==> src/cogc_map.vh <==
// Register map, field positions, reset values and timing constants of the clock output gate
`ifndef COGC_MAP_VH
`define COGC_MAP_VH

`define COGC_CLK_MHZ 250
`define COGC_CLK_HZ 250000000

`define COGC_OFF_CTRL 8'h00
`define COGC_OFF_MASK 8'h04
`define COGC_OFF_FAST 8'h08
`define COGC_OFF_STAT 8'h0c

`define COGC_CTRL_DIS 0
`define COGC_CTRL_SRC 1
`define COGC_CTRL_DIVLO 2
`define COGC_CTRL_DIVHI 3
`define COGC_CTRL_IRQEN 4
`define COGC_CTRL_INTDLY 5
`define COGC_CTRL_OFFSEL 6
`define COGC_CTRL_OFFEN 7
`define COGC_CTRL_RATELO 8
`define COGC_CTRL_RATEHI 9
`define COGC_CTRL_W 10
`define COGC_CTRL_RST 10'h000

`define COGC_MASK_W 6
`define COGC_MASK_RST 6'h00
`define COGC_FAST_W 13
`define COGC_FAST_RST 13'h0000

`define COGC_STAT_FLAG 0
`define COGC_STAT_PIN 1
`define COGC_STAT_RUN 2
`define COGC_STAT_HOLD 3
`define COGC_STAT_BACKUP 4
`define COGC_STAT_SRC 5

`define COGC_EVT_COUNTDOWN 2

// Phase steps of a 40-bit accumulator at the 250 MHz rate
`define COGC_ACC_W 40
`define COGC_STEP_32K 40'h00089705f4
`define COGC_STEP_1K 40'h000044b830
`define COGC_STEP_64 40'h0000044b83
`define COGC_STEP_1 40'h000000112e
`define COGC_STEP_8K 40'h000225c17d

// Times in microseconds, or nanoseconds where marked
`define COGC_T_ON_XT_US 600
`define COGC_T_ON_HF_US 2500
`define COGC_T_OFF_US 400
`define COGC_T_OLD_TOHF_US 350
`define COGC_T_LOW_TOHF_US 2300
`define COGC_T_OLD_TOXT_US 300
`define COGC_T_LOW_TOXT_US 650
`define COGC_T_SWOFF_SHORT_US 1400
`define COGC_T_SWOFF_LONG_US 75000
`define COGC_T_INTDLY_NS 3906250

`endif

==> src/cogc_gate.v <==
// Clock output gate: source select, on/off sequencing, interrupt driven output, AHB-Lite registers
//
// Local design decisions: the register addresses and the AHB-Lite register port.
`timescale 1ns/10ps
`include "cogc_map.vh"
// Notes on behaviour
// - Direct disable 0 drives selected wave; 1 keeps pin low unless flag set.
// - At 1024 Hz direct turn-off waits up to half a period, until the wave is low.
// - 32768 Hz: turn-on after about 600 us, turn-off after 400 us.
// - Fast source: turn-on after 2.5 ms, turn-off after 400 us.
// - Flag switches output on and off with the same delays.
// - Crystal to fast: old wave 350 us, low 2.3 ms, then new.
// - Fast to crystal: old 300 us, low 650 us, then wait new rising edge.
// - Crystal divider change takes effect at once, no low gap.
// - Masked event with irq enable and direct disable sets flag, starts wave.
// - Clearing irq enable blocks new events but not a running output.
// - Flag cleared with direct disable drives the pin low.
// - Delay enable adds 1/256 s between clock-on and the interrupt.
// - Interrupt delay only with direct disable and masked sources.
// - No interrupt delay for countdown events at rate select 00.
// - Switch-off delay select: 0 gives 1.4 ms, 1 gives 75 ms.
// - Switch-off delay enable postpones turn-off after an I2C STOP.
// - Divider select 00 32768 Hz, 01 1024 Hz, 10 64 Hz, 11 1 Hz.
// - Fast frequency equals multiplier plus one times 8192 Hz.
// - Source select 0 picks crystal path, 1 the fast path.
// - On backup supply the pin is held low regardless of settings.
module cogc_gate #(
	parameter [31:0] ON_XT_CYC = `COGC_T_ON_XT_US * `COGC_CLK_MHZ,
	parameter [31:0] ON_HF_CYC = `COGC_T_ON_HF_US * `COGC_CLK_MHZ,
	parameter [31:0] OFF_CYC = `COGC_T_OFF_US * `COGC_CLK_MHZ,
	parameter [31:0] OLD_TOHF_CYC = `COGC_T_OLD_TOHF_US * `COGC_CLK_MHZ,
	parameter [31:0] LOW_TOHF_CYC = `COGC_T_LOW_TOHF_US * `COGC_CLK_MHZ,
	parameter [31:0] OLD_TOXT_CYC = `COGC_T_OLD_TOXT_US * `COGC_CLK_MHZ,
	parameter [31:0] LOW_TOXT_CYC = `COGC_T_LOW_TOXT_US * `COGC_CLK_MHZ,
	parameter [31:0] SWOFF_SHORT_CYC = `COGC_T_SWOFF_SHORT_US * `COGC_CLK_MHZ,
	parameter [31:0] SWOFF_LONG_CYC = `COGC_T_SWOFF_LONG_US * `COGC_CLK_MHZ,
	parameter [31:0] INTDLY_CYC = (`COGC_T_INTDLY_NS * `COGC_CLK_MHZ + 999) / 1000
) (
	input wire mclk,
	input wire arst_n,
	input wire hsel,
	input wire [31:0] haddr,
	input wire [1:0] htrans,
	input wire hwrite,
	input wire [2:0] hsize,
	input wire [31:0] hwdata,
	input wire hready,
	output reg [31:0] hrdata,
	output wire hreadyout,
	output wire hresp,
	input wire backupSupplyState,
	input wire i2cStop,
	input wire [5:0] irqEvent,
	output reg [5:0] irqEventOut,
	output reg clockOutputPin
);
	localparam [6:0] S_OFF = 7'h01;
	localparam [6:0] S_TON = 7'h02;
	localparam [6:0] S_ON = 7'h04;
	localparam [6:0] S_TOFF = 7'h08;
	localparam [6:0] S_SWOLD = 7'h10;
	localparam [6:0] S_SWLOW = 7'h20;
	localparam [6:0] S_WEDGE = 7'h40;

	reg [`COGC_CTRL_W-1:0] ctrl_ff;
	reg [`COGC_MASK_W-1:0] mask_ff;
	reg [`COGC_FAST_W-1:0] fast_ff;
	reg flag_ff;
	reg hold_ff;
	reg armed_ff;
	reg [31:0] offCnt_ff;
	reg [6:0] state_ff;
	reg [6:0] nxt_state;
	reg [31:0] cnt_ff;
	reg [31:0] nxt_cnt;
	reg srcUsed_ff;
	reg nxt_srcUsed;
	reg [5:0] pend_ff;
	reg [31:0] irqCnt_ff;
	reg wrPend_ff;
	reg [7:0] wrAddr_ff;
	reg sqXtPrev_ff;
	reg [`COGC_ACC_W-1:0] xtStep;
	wire [`COGC_ACC_W-1:0] hfStep;
	wire sqXt;
	wire sqHf;
	wire backup;

	wire directDis = ctrl_ff[`COGC_CTRL_DIS];
	wire srcSel = ctrl_ff[`COGC_CTRL_SRC];
	wire [1:0] divSel = ctrl_ff[`COGC_CTRL_DIVHI:`COGC_CTRL_DIVLO];
	wire irqEn = ctrl_ff[`COGC_CTRL_IRQEN];
	wire intDlyEn = ctrl_ff[`COGC_CTRL_INTDLY];
	wire offSel = ctrl_ff[`COGC_CTRL_OFFSEL];
	wire offEn = ctrl_ff[`COGC_CTRL_OFFEN];
	wire [1:0] rateSel = ctrl_ff[`COGC_CTRL_RATEHI:`COGC_CTRL_RATELO];

	cogc_sync uBackupSync (
		.mclk(mclk),
		.arst_n(arst_n),
		.din(backupSupplyState),
		.dout(backup)
	);

	always @* begin
		case (divSel)
			2'b00: xtStep = `COGC_STEP_32K;
			2'b01: xtStep = `COGC_STEP_1K;
			2'b10: xtStep = `COGC_STEP_64;
			default: xtStep = `COGC_STEP_1;
		endcase
	end

	// Divider feeds the running accumulator directly, so a change needs no gap
	cogc_nco #(.W(`COGC_ACC_W)) uXtal (
		.mclk(mclk),
		.arst_n(arst_n),
		.step(xtStep),
		.square(sqXt)
	);

	assign hfStep = ({27'h0000000, fast_ff} + 40'h0000000001) * `COGC_STEP_8K;

	cogc_nco #(.W(`COGC_ACC_W)) uFast (
		.mclk(mclk),
		.arst_n(arst_n),
		.step(hfStep),
		.square(sqHf)
	);

	wire sq = srcUsed_ff ? sqHf : sqXt;
	wire dividedXt = !srcUsed_ff && (divSel != 2'b00);

	// AHB-Lite slave: zero wait states, always OKAY
	wire addrPhase = hsel && htrans[1] && hready;
	wire statWrite = wrPend_ff && (wrAddr_ff == `COGC_OFF_STAT);
	wire anyMasked = |(irqEvent & mask_ff);
	wire flagSet = irqEn && directDis && anyMasked;
	wire flagClr = statWrite && !hwdata[`COGC_STAT_FLAG] && flag_ff && !flagSet;

	assign hreadyout = 1'b1;
	assign hresp = 1'b0;

	function [31:0] readMux;
		input [7:0] a;
		begin
			case (a)
				`COGC_OFF_CTRL: readMux = {22'h000000, ctrl_ff};
				`COGC_OFF_MASK: readMux = {26'h0000000, mask_ff};
				`COGC_OFF_FAST: readMux = {19'h00000, fast_ff};
				`COGC_OFF_STAT: readMux = {26'h0000000, srcUsed_ff, backup, hold_ff,
					(state_ff != S_OFF), clockOutputPin, flag_ff};
				default: readMux = 32'h00000000;
			endcase
		end
	endfunction

	always @(posedge mclk or negedge arst_n) begin
		if (!arst_n) begin
			wrPend_ff <= 1'b0;
			wrAddr_ff <= 8'h00;
			hrdata <= 32'h00000000;
			ctrl_ff <= `COGC_CTRL_RST;
			mask_ff <= `COGC_MASK_RST;
			fast_ff <= `COGC_FAST_RST;
		end else begin
			if (hready) begin
				wrPend_ff <= addrPhase && hwrite;
				wrAddr_ff <= {haddr[7:2], 2'b00};
			end
			if (addrPhase && !hwrite) begin
				hrdata <= readMux({haddr[7:2], 2'b00});
			end
			if (wrPend_ff) begin
				case (wrAddr_ff)
					`COGC_OFF_CTRL: ctrl_ff <= hwdata[`COGC_CTRL_W-1:0];
					`COGC_OFF_MASK: mask_ff <= hwdata[`COGC_MASK_W-1:0];
					`COGC_OFF_FAST: fast_ff <= hwdata[`COGC_FAST_W-1:0];
					default: ctrl_ff <= ctrl_ff;
				endcase
			end
		end
	end

	// Flag, and the hold that keeps the wave alive past the flag clear
	always @(posedge mclk or negedge arst_n) begin
		if (!arst_n) begin
			flag_ff <= 1'b0;
			hold_ff <= 1'b0;
			armed_ff <= 1'b0;
			offCnt_ff <= 32'h00000000;
		end else begin
			if (flagSet) begin
				flag_ff <= 1'b1;
			end else if (flagClr) begin
				flag_ff <= 1'b0;
			end
			if (flagSet) begin
				hold_ff <= 1'b0;
				armed_ff <= 1'b0;
			end else if (flagClr && offEn && directDis) begin
				hold_ff <= 1'b1;
				armed_ff <= 1'b0;
			end else if (hold_ff && !armed_ff && i2cStop) begin
				armed_ff <= 1'b1;
				offCnt_ff <= (offSel ? SWOFF_LONG_CYC : SWOFF_SHORT_CYC) - 32'h1;
			end else if (armed_ff) begin
				if (offCnt_ff == 32'h00000000) begin
					hold_ff <= 1'b0;
					armed_ff <= 1'b0;
				end else begin
					offCnt_ff <= offCnt_ff - 32'h1;
				end
			end
		end
	end

	wire request = !backup && (!directDis || flag_ff || hold_ff);

	always @* begin
		nxt_state = state_ff;
		nxt_cnt = cnt_ff;
		nxt_srcUsed = srcUsed_ff;
		case (state_ff)
			S_OFF: begin
				nxt_srcUsed = srcSel;
				if (request) begin
					nxt_state = S_TON;
					nxt_cnt = (srcSel ? ON_HF_CYC : ON_XT_CYC) - 32'h1;
				end
			end
			S_TON: begin
				if (!request) begin
					nxt_state = S_OFF;
				end else if (cnt_ff == 32'h00000000) begin
					nxt_state = S_ON;
				end else begin
					nxt_cnt = cnt_ff - 32'h1;
				end
			end
			S_ON: begin
				if (!request) begin
					nxt_state = S_TOFF;
					nxt_cnt = OFF_CYC - 32'h1;
				end else if (srcSel != srcUsed_ff) begin
					nxt_state = S_SWOLD;
					nxt_cnt = (srcUsed_ff ? OLD_TOXT_CYC : OLD_TOHF_CYC) - 32'h1;
				end
			end
			S_TOFF: begin
				if (request) begin
					nxt_state = S_ON;
				end else if (dividedXt) begin
					// Finish the running high phase so no short pulse escapes
					if (!sq) begin
						nxt_state = S_OFF;
					end
				end else if (cnt_ff == 32'h00000000) begin
					nxt_state = S_OFF;
				end else begin
					nxt_cnt = cnt_ff - 32'h1;
				end
			end
			S_SWOLD: begin
				if (cnt_ff == 32'h00000000) begin
					nxt_state = S_SWLOW;
					nxt_cnt = (srcUsed_ff ? LOW_TOXT_CYC : LOW_TOHF_CYC) - 32'h1;
				end else begin
					nxt_cnt = cnt_ff - 32'h1;
				end
			end
			S_SWLOW: begin
				if (cnt_ff == 32'h00000000) begin
					nxt_srcUsed = srcSel;
					nxt_state = srcSel ? S_ON : S_WEDGE;
				end else begin
					nxt_cnt = cnt_ff - 32'h1;
				end
			end
			S_WEDGE: begin
				if (sqXt && !sqXtPrev_ff) begin
					nxt_state = S_ON;
				end
			end
			default: begin
				nxt_state = S_OFF;
			end
		endcase
	end

	wire driving = (state_ff == S_ON) || (state_ff == S_TOFF) || (state_ff == S_SWOLD);

	always @(posedge mclk or negedge arst_n) begin
		if (!arst_n) begin
			state_ff <= S_OFF;
			cnt_ff <= 32'h00000000;
			srcUsed_ff <= 1'b0;
			sqXtPrev_ff <= 1'b0;
			clockOutputPin <= 1'b0;
		end else begin
			state_ff <= nxt_state;
			cnt_ff <= nxt_cnt;
			srcUsed_ff <= nxt_srcUsed;
			sqXtPrev_ff <= sqXt;
			clockOutputPin <= !backup && driving && sq;
		end
	end

	// Interrupt release, optionally held until the clock has run 1/256 s
	wire [5:0] cdExempt = (rateSel == 2'b00) ? 6'h04 : 6'h00;
	wire [5:0] dlyMask = (intDlyEn && directDis) ? (mask_ff & ~cdExempt) : 6'h00;
	wire relNow = (pend_ff != 6'h00) && (state_ff == S_ON) && (irqCnt_ff == 32'h00000000);

	always @(posedge mclk or negedge arst_n) begin
		if (!arst_n) begin
			pend_ff <= 6'h00;
			irqCnt_ff <= 32'h00000000;
			irqEventOut <= 6'h00;
		end else begin
			irqEventOut <= (irqEvent & ~dlyMask) | (relNow ? pend_ff : 6'h00);
			pend_ff <= (relNow ? 6'h00 : pend_ff) | (irqEvent & dlyMask);
			if (pend_ff == 6'h00 || state_ff != S_ON) begin
				irqCnt_ff <= INTDLY_CYC - 32'h1;
			end else if (irqCnt_ff != 32'h00000000) begin
				irqCnt_ff <= irqCnt_ff - 32'h1;
			end
		end
	end
endmodule // cogc_gate

==> src/cogc_sync.v <==
// Three-stage synchroniser that accepts a change once the last two stages agree
`timescale 1ns/10ps
module cogc_sync (
	input wire mclk,
	input wire arst_n,
	input wire din,
	output reg dout
);
	reg s1_ff;
	reg s2_ff;
	reg s3_ff;

	always @(posedge mclk or negedge arst_n) begin
		if (!arst_n) begin
			s1_ff <= 1'b0;
			s2_ff <= 1'b0;
			s3_ff <= 1'b0;
			dout <= 1'b0;
		end else begin
			s1_ff <= din;
			s2_ff <= s1_ff;
			s3_ff <= s2_ff;
			if (s2_ff == s3_ff) begin
				dout <= s3_ff;
			end
		end
	end
endmodule // cogc_sync

==> src/cogc_nco.v <==
// Phase accumulator square-wave source
`timescale 1ns/10ps
module cogc_nco #(
	parameter W = 40
) (
	input wire mclk,
	input wire arst_n,
	input wire [W-1:0] step,
	output wire square
);
	reg [W-1:0] acc_ff;

	// High output rates carry one clock of edge jitter; the period averages out exactly
	always @(posedge mclk or negedge arst_n) begin
		if (!arst_n) begin
			acc_ff <= {W{1'b0}};
		end else begin
			acc_ff <= acc_ff + step;
		end
	end

	assign square = acc_ff[W-1];
endmodule // cogc_nco

==> config.mk <==
export PLATFORM = sky130hd
export DESIGN_NAME = cogc_gate
export DESIGN_NICKNAME = d
export VERILOG_FILES = /design/src/cogc_gate.v /design/src/cogc_sync.v /design/src/cogc_nco.v
export VERILOG_INCLUDE_DIRS = /design/src
export SDC_FILE = /design/constraint.sdc
export NUM_CORES = 1
export LEC_CHECK = 0
export ABC_AREA = 0
export BUFFER_PORTS_ARGS = -buffer_cell sky130_fd_sc_hd__buf_2
export CORE_ASPECT_RATIO = 1.5
export CORE_MARGIN = 1.5
export CORE_UTILIZATION = 60
export CTS_BUF_LIST = sky130_fd_sc_hd__clkbuf_4 sky130_fd_sc_hd__clkbuf_8
export CTS_CLUSTER_SIZE = 25
export DETAILED_ROUTE_END_ITERATION = 8
export PLACE_DENSITY = 0.79
export SLEW_MARGIN = 20
export SYNTH_ARGS = -nofsm -noshare
export SYNTH_HDL_FRONTEND = slang
export SYNTH_HIERARCHICAL = 1
export SYNTH_SLANG_ARGS = --single-unit
==> constraint.sdc <==
create_clock -name mclk -period 20.3 [get_ports mclk]
set_clock_uncertainty 0.05 [all_clocks]
set_input_delay 4.06 -clock mclk [delete_from_list [all_inputs] [get_ports mclk]]
set_output_delay 4.06 -clock mclk [all_outputs]
set_load 0.01 [all_outputs]
; Word level (Yosys, flattened, before mapping)
; Index checks and enable logic that the tools add are counted.
[totals]
reg_bits = 273
out_inout_bits = 41
[classes]
addsub = 10
reduce_logical = 62
multipliers = 1
eq_ne = 32
bitwise = 10
n_mux = 53
[ops]
columns = operator, count
row1 = $mux W32, 13
row2 = $pmux W32 S6, 1
row3 = $logic_not A32 Y1, 3
row4 = $sub A32 B1 Y32 const B, 3
row5 = $mux W7, 13
row6 = $pmux W28 S3, 1
row7 = $pmux W13 S4, 1
row8 = $pmux W7 S7, 1
row9 = $sub A20 B1 Y21 const B, 2
row10 = $add A40 B28 Y40, 1
row11 = $add A40 B40 Y40, 1
row12 = $mul A14 B26 Y40 const B, 1
row13 = $mux W20, 2
row14 = $reduce_bool A32 Y1, 1
row15 = $sub A25 B1 Y26 const B, 1
row16 = $mux W25, 1
row17 = $and A6 B6 Y6, 4
row18 = $eq A6 B2 Y1 const B, 4
row19 = $logic_and A1 B1 Y1, 22
row20 = $mux W6, 3
row21 = $sub A17 B1 Y18 const B, 1
row22 = $ne A2 B2 Y1 const B, 8
row23 = $mux W15, 1
row24 = $add A13 B1 Y14 const B, 1
row25 = other kinds (37), 78

; Longest topological paths before layout
[logic_depth]
ltp_word = 9
mapped_depth = 37

; Cells and area by module
; Netlist, hierarchy kept.
[modules_own_cells]
columns = module, instances, area_per_inst_um2, cells_per_inst, seq_area_each_um2
row1 = cogc_gate, 1, 14940.6, 1613, 4255.3
row2 = cogc_nco at uXtal, 1, 3245.6, 360, 1001.0
row3 = cogc_nco at uFast, 1, 3079.2, 328, 1001.0
row4 = cogc_sync, 1, 111.4, 5, 100.1

; Worst setup path before layout
; No wires, ideal clock.
[synth_timing]
kind = flip-flop to flip-flop
start = register fast_ff[0]
end = register uFast.acc_ff[36]
setup_time_ns = 0.130
path_slack_ns = 11.534
arrival_ns = 8.586
synth_period_minus_slack_ns = 8.766
stages_incl_launch_ff = 33
path_cell_list = dfrtp_1 -> ha_1 -> and3_1 -> and3_1 -> xor2_1 -> inv_1 -> fa_1 -> xor2_1 -> ha_1 -> fa_1 -> inv_1 -> fa_1 -> fa_1 -> fa_1 -> inv_1 -> ha_1 -> clkbuf_1 -> a21o_1 -> a31o_2 -> o22ai_1 -> o21ai_0 -> o41ai_1 -> o21bai_1 -> a21oi_1 -> xnor2_1 -> ha_1 -> nor2b_1 -> nor2_1 -> o21ai_0 -> o22ai_1 -> nor4_2 -> nor4_1 -> nand3b_1
[synth_via]
elab_chain_cells = 3
[synth_lines]
columns = item, line
row1 = from (decl), cogc_gate.v:67  ; reg [`COGC_FAST_W-1:0] fast_ff;
row2 = from (signal assigned), cogc_gate.v:165  ; fast_ff <= `COGC_FAST_RST;
row3 = from (signal assigned), cogc_gate.v:178  ; `COGC_OFF_FAST: fast_ff <= hwdata[`COGC_FAST_W-1:0];
row4 = $add A13 B1 Y14, cogc_gate.v:122  ; assign hfStep = ({27'h0000000, fast_ff} + 40'h0000000001) * `COGC_STEP_8K;
row5 = $mul A14 B26 Y40 (no line), -
row6 = via hfStep[29], cogc_gate.v:84  ; wire [`COGC_ACC_W-1:0] hfStep;
row7 = $add A40 B40 Y40, cogc_nco.v:18  ; acc_ff <= acc_ff + step;
row8 = to (signal assigned), cogc_nco.v:16  ; acc_ff <= {W{1'b0}};
row9 = to (signal assigned), cogc_nco.v:18
row10 = to (decl), cogc_nco.v:11  ; reg [W-1:0] acc_ff;
; The timed path passes the listed nets, and every way through them passes these cells.
; A chain may end at the register's enable or synchronous reset.

; Final worst setup path
; Same ends and word-level chain as after synthesis.

==> metrics.txt <==
Post-Synth Adder-Cell Area 23.30%; via count 17377; vias per cell 6.023; Most common cell on crit path fa_1; Synth Area in Simple Gates 15.00%; Synth-to-Final Area Change 7.644%; chip height 234.2 um; # DRC 0; Pre-Repair DR Iteration Count 6; Detail Placement HPWL 39860 um; largest family of logic cells by synthesized area adder cells; sequential area share after synthesis 29.74%; total grt overflow 0; Max Cap Viol 0; Critical Path Sink Type flop; max-slew violation count 0; nets@finish 2798; unrepaired setup endpoints after global routing false; Final Cycle Share 51.29%; commonest non-fill, non-tap cell in the layout dfrtp_1; Post-CTS Resized 0; Synth Area in Compound Gates 17.41%; Hold Slack 0.3391 ns; drt total wl 51350 um; Post-Layout Cell Count 2885; FF-to-FF setup slack 9.89 ns; Slew @ Worst Pin 1.072 ns; number of primary I/O pins 123; DRT iter0 DRCs 929; Crit path required time 20.71 ns; fraction of layout cells with a size suffix above 1 9.913%; Power Dens Cells 173.3 nW/um^2; slew margin rel. 28.41%; GRT Overall Usage 29.18%; CTS root buffer clkbuf_8; reg2reg start fast_ff[0]$_DFFE_PN0P_; f_max 96.04 MHz; Worst Hold End uBackupSync/s3_ff$_DFF_PN0_; dpl cell area 22100 um^2; post-DR wirelength/cell 17.80 um; Hold Vio Cnt, Final 0; largest net degree at the start of global routing 77; total die area 36790 um^2; Synth async-reset ratio 100.0%; Initial Util 60.90%; Fin Setup TNS 0 ns; # clock sinks 254; HP Class flop to flop; Synth warnings 6; final setup violating endpoints 0; mapped cell area 21380 um^2; Hold Path Stages 0; outcome completed; Row Count 84; min cycle time layout 10.41 ns; multiplexer share of the synthesized area 1.785%; Chip Width 157.1 um; Post-synth EDFFs 0; slowest cell on the critical path o41ai_1; later-pin clock latency in the skew report 0.59 ns; design area 23010 um^2; Max VDD drop 0.1622 mV; final core occ 65.55%; final RePlAce weighted congestion 0.9596; R2R cell count 31; critical path arrival 10.82 ns; most common flop cell mapped by yosys dfrtp_1; most frequent cells in the layout dfrtp_1, ha_1, inv_1, nand2_1, a21oi_1; CORE AREA 35100 um^2; first-pass GRT wire length 86080 um; Setup CP Type flop to flop; cts hold-fix bufs 0; CTS H-tree lvls 2; Crit path largest cell delay 0.85 ns; CTS tree done; port bufs 52; initial antenna violation count 0; Synth Area in XOR/XNOR 6.760%; clock-pin transition on the worst setup and hold timing paths 0.07 ns; Post-Synthesis Cells 2306; Reg-to-Reg End uFast/acc_ff[36]$_DFF_PN0_; Worst Path Max Fanout 11; Routed Antenna Nets 0; Worst setup SP type flop; Mean Syn Cell Area 9.270 um^2; Leak 11.36 nW; Placed Cells 2805; Setup Fix Bufs, Post-CTS 0; count of state elements after synthesis 254; CTS max path bufs 3; CTS buffer count 43; vias in the first global route 17910; HP Start uBackupSync/s2_ff$_DFF_PN0_; Netlist cell types 102
## power breakdown
group / leakage (nW) / switching, W / total (W) / internal [W]
clock: 0.491 / 0.000219 / 0.000483 / 0.000264
sequential: 3.18 / 0.0000743 / 0.000733 / 0.000658
combinational: 7.69 / 0.00165 / 0.00277 / 0.00112
total: 11.4 / 0.00195 / 0.00399 / 0.00204
## cell usage after synthesis (29+ instances only)
cell	n	share of area [%]
nor2_1	152	2.7
a21o_1	48	1.7
ha_1	242	14
a31oi_1	37	1.1
xnor2_1	109	4.5
clkbuf_1	41	0.72
inv_1	233	4.1
o21ai_0	136	3.2
nor4_1	29	0.85
nor3_1	54	1.3
xor2_1	56	2.3
mux2_2	33	1.7
a21oi_1	154	3.6
nand3_1	41	0.96
fa_1	97	9.1
dfrtp_1	253	30
nand2_1	165	2.9
## stage by stage
step | setup WS, ns | power, W
after global routing | 9.354 | 0.004367
final | 9.888 | 0.003988
after global placement | 10.21 | 0.003369
after detailed placement | 10.05 | 0.003472
after floorplan | 11.53 | 0.002907
after CTS | 10.01 | 0.003979
## how the worst max path moves through the flow
stage | endpoint | cells after the start | start | slack [ns]
after global routing | uFast/acc_ff[36]$_DFF_PN0_ | 31 | fast_ff[0]$_DFFE_PN0P_ | 9.35
after CTS | uFast/acc_ff[36]$_DFF_PN0_ | 31 | fast_ff[0]$_DFFE_PN0P_ | 10.01
after floorplan | uFast/acc_ff[36]$_DFF_PN0_ | 32 | fast_ff[0]$_DFFE_PN0P_ | 11.53
after detailed placement | uFast/acc_ff[36]$_DFF_PN0_ | 31 | fast_ff[0]$_DFFE_PN0P_ | 10.05
final | uFast/acc_ff[36]$_DFF_PN0_ | 31 | fast_ff[0]$_DFFE_PN0P_ | 9.89
after global placement | uFast/acc_ff[36]$_DFF_PN0_ | 31 | fast_ff[0]$_DFFE_PN0P_ | 10.21
## logic make-up (layout without fill, tap and decap cells)
logic type,Yosys count,after routing
flops,254,254
mux,34,34
other cells,2,39
fa+ha+maj,340,340
buf+inv,310,379
xor+xnor,165,165
simple gates,631,631
compound gates,570,570
## registers in the layout, summed over array words and instances, names as in the netlist, 6 cells and up
register      cells
state_ff          7
uFast/acc_ff     40
irqEventOut       6
mask_ff           6
cnt_ff           32
hrdata           13
offCnt_ff        32
ctrl_ff          10
uXtal/acc_ff     40
fast_ff          13
pend_ff           6
irqCnt_ff        32
wrAddr_ff         6
## final cells by class
class                   count  area, um^2
multi-input cells        1778       13890
fillers                  2956       12090
flip-flops and latches    254        6357
inverters                 233       874.6
clock buffers              68       835.8
well taps                 473       591.8
repair buffers             67       382.9
clock inverters            11       76.32
diodes                      1       2.502
## critical path: cells and delay by family, from the launching register on
kind	cells	cell delay (ns)
DFF	1	0.76
buffers and inverters	3	0.26
AOI/OAI and AO/OA	9	2.80
xor gates and xnor gates	3	1.11
and+or+nand+nor	7	1.31
adders and majority gates	9	3.97
## routing by layer
metal / wire length (um) / vias up / track usage [%] / part of all wire (%)
met3: 2216 / 155 / 3.733 / 4.3
met4: 2785 / 0 / 16.10 / 5.4
met2: 25950 / 488 / 51.69 / 51
li1: - / 8222 / - / -
met1: 20400 / 8512 / 34.10 / 40
met5: 0 / - / 0 / 0
Power figures use the tool's default switching activity.
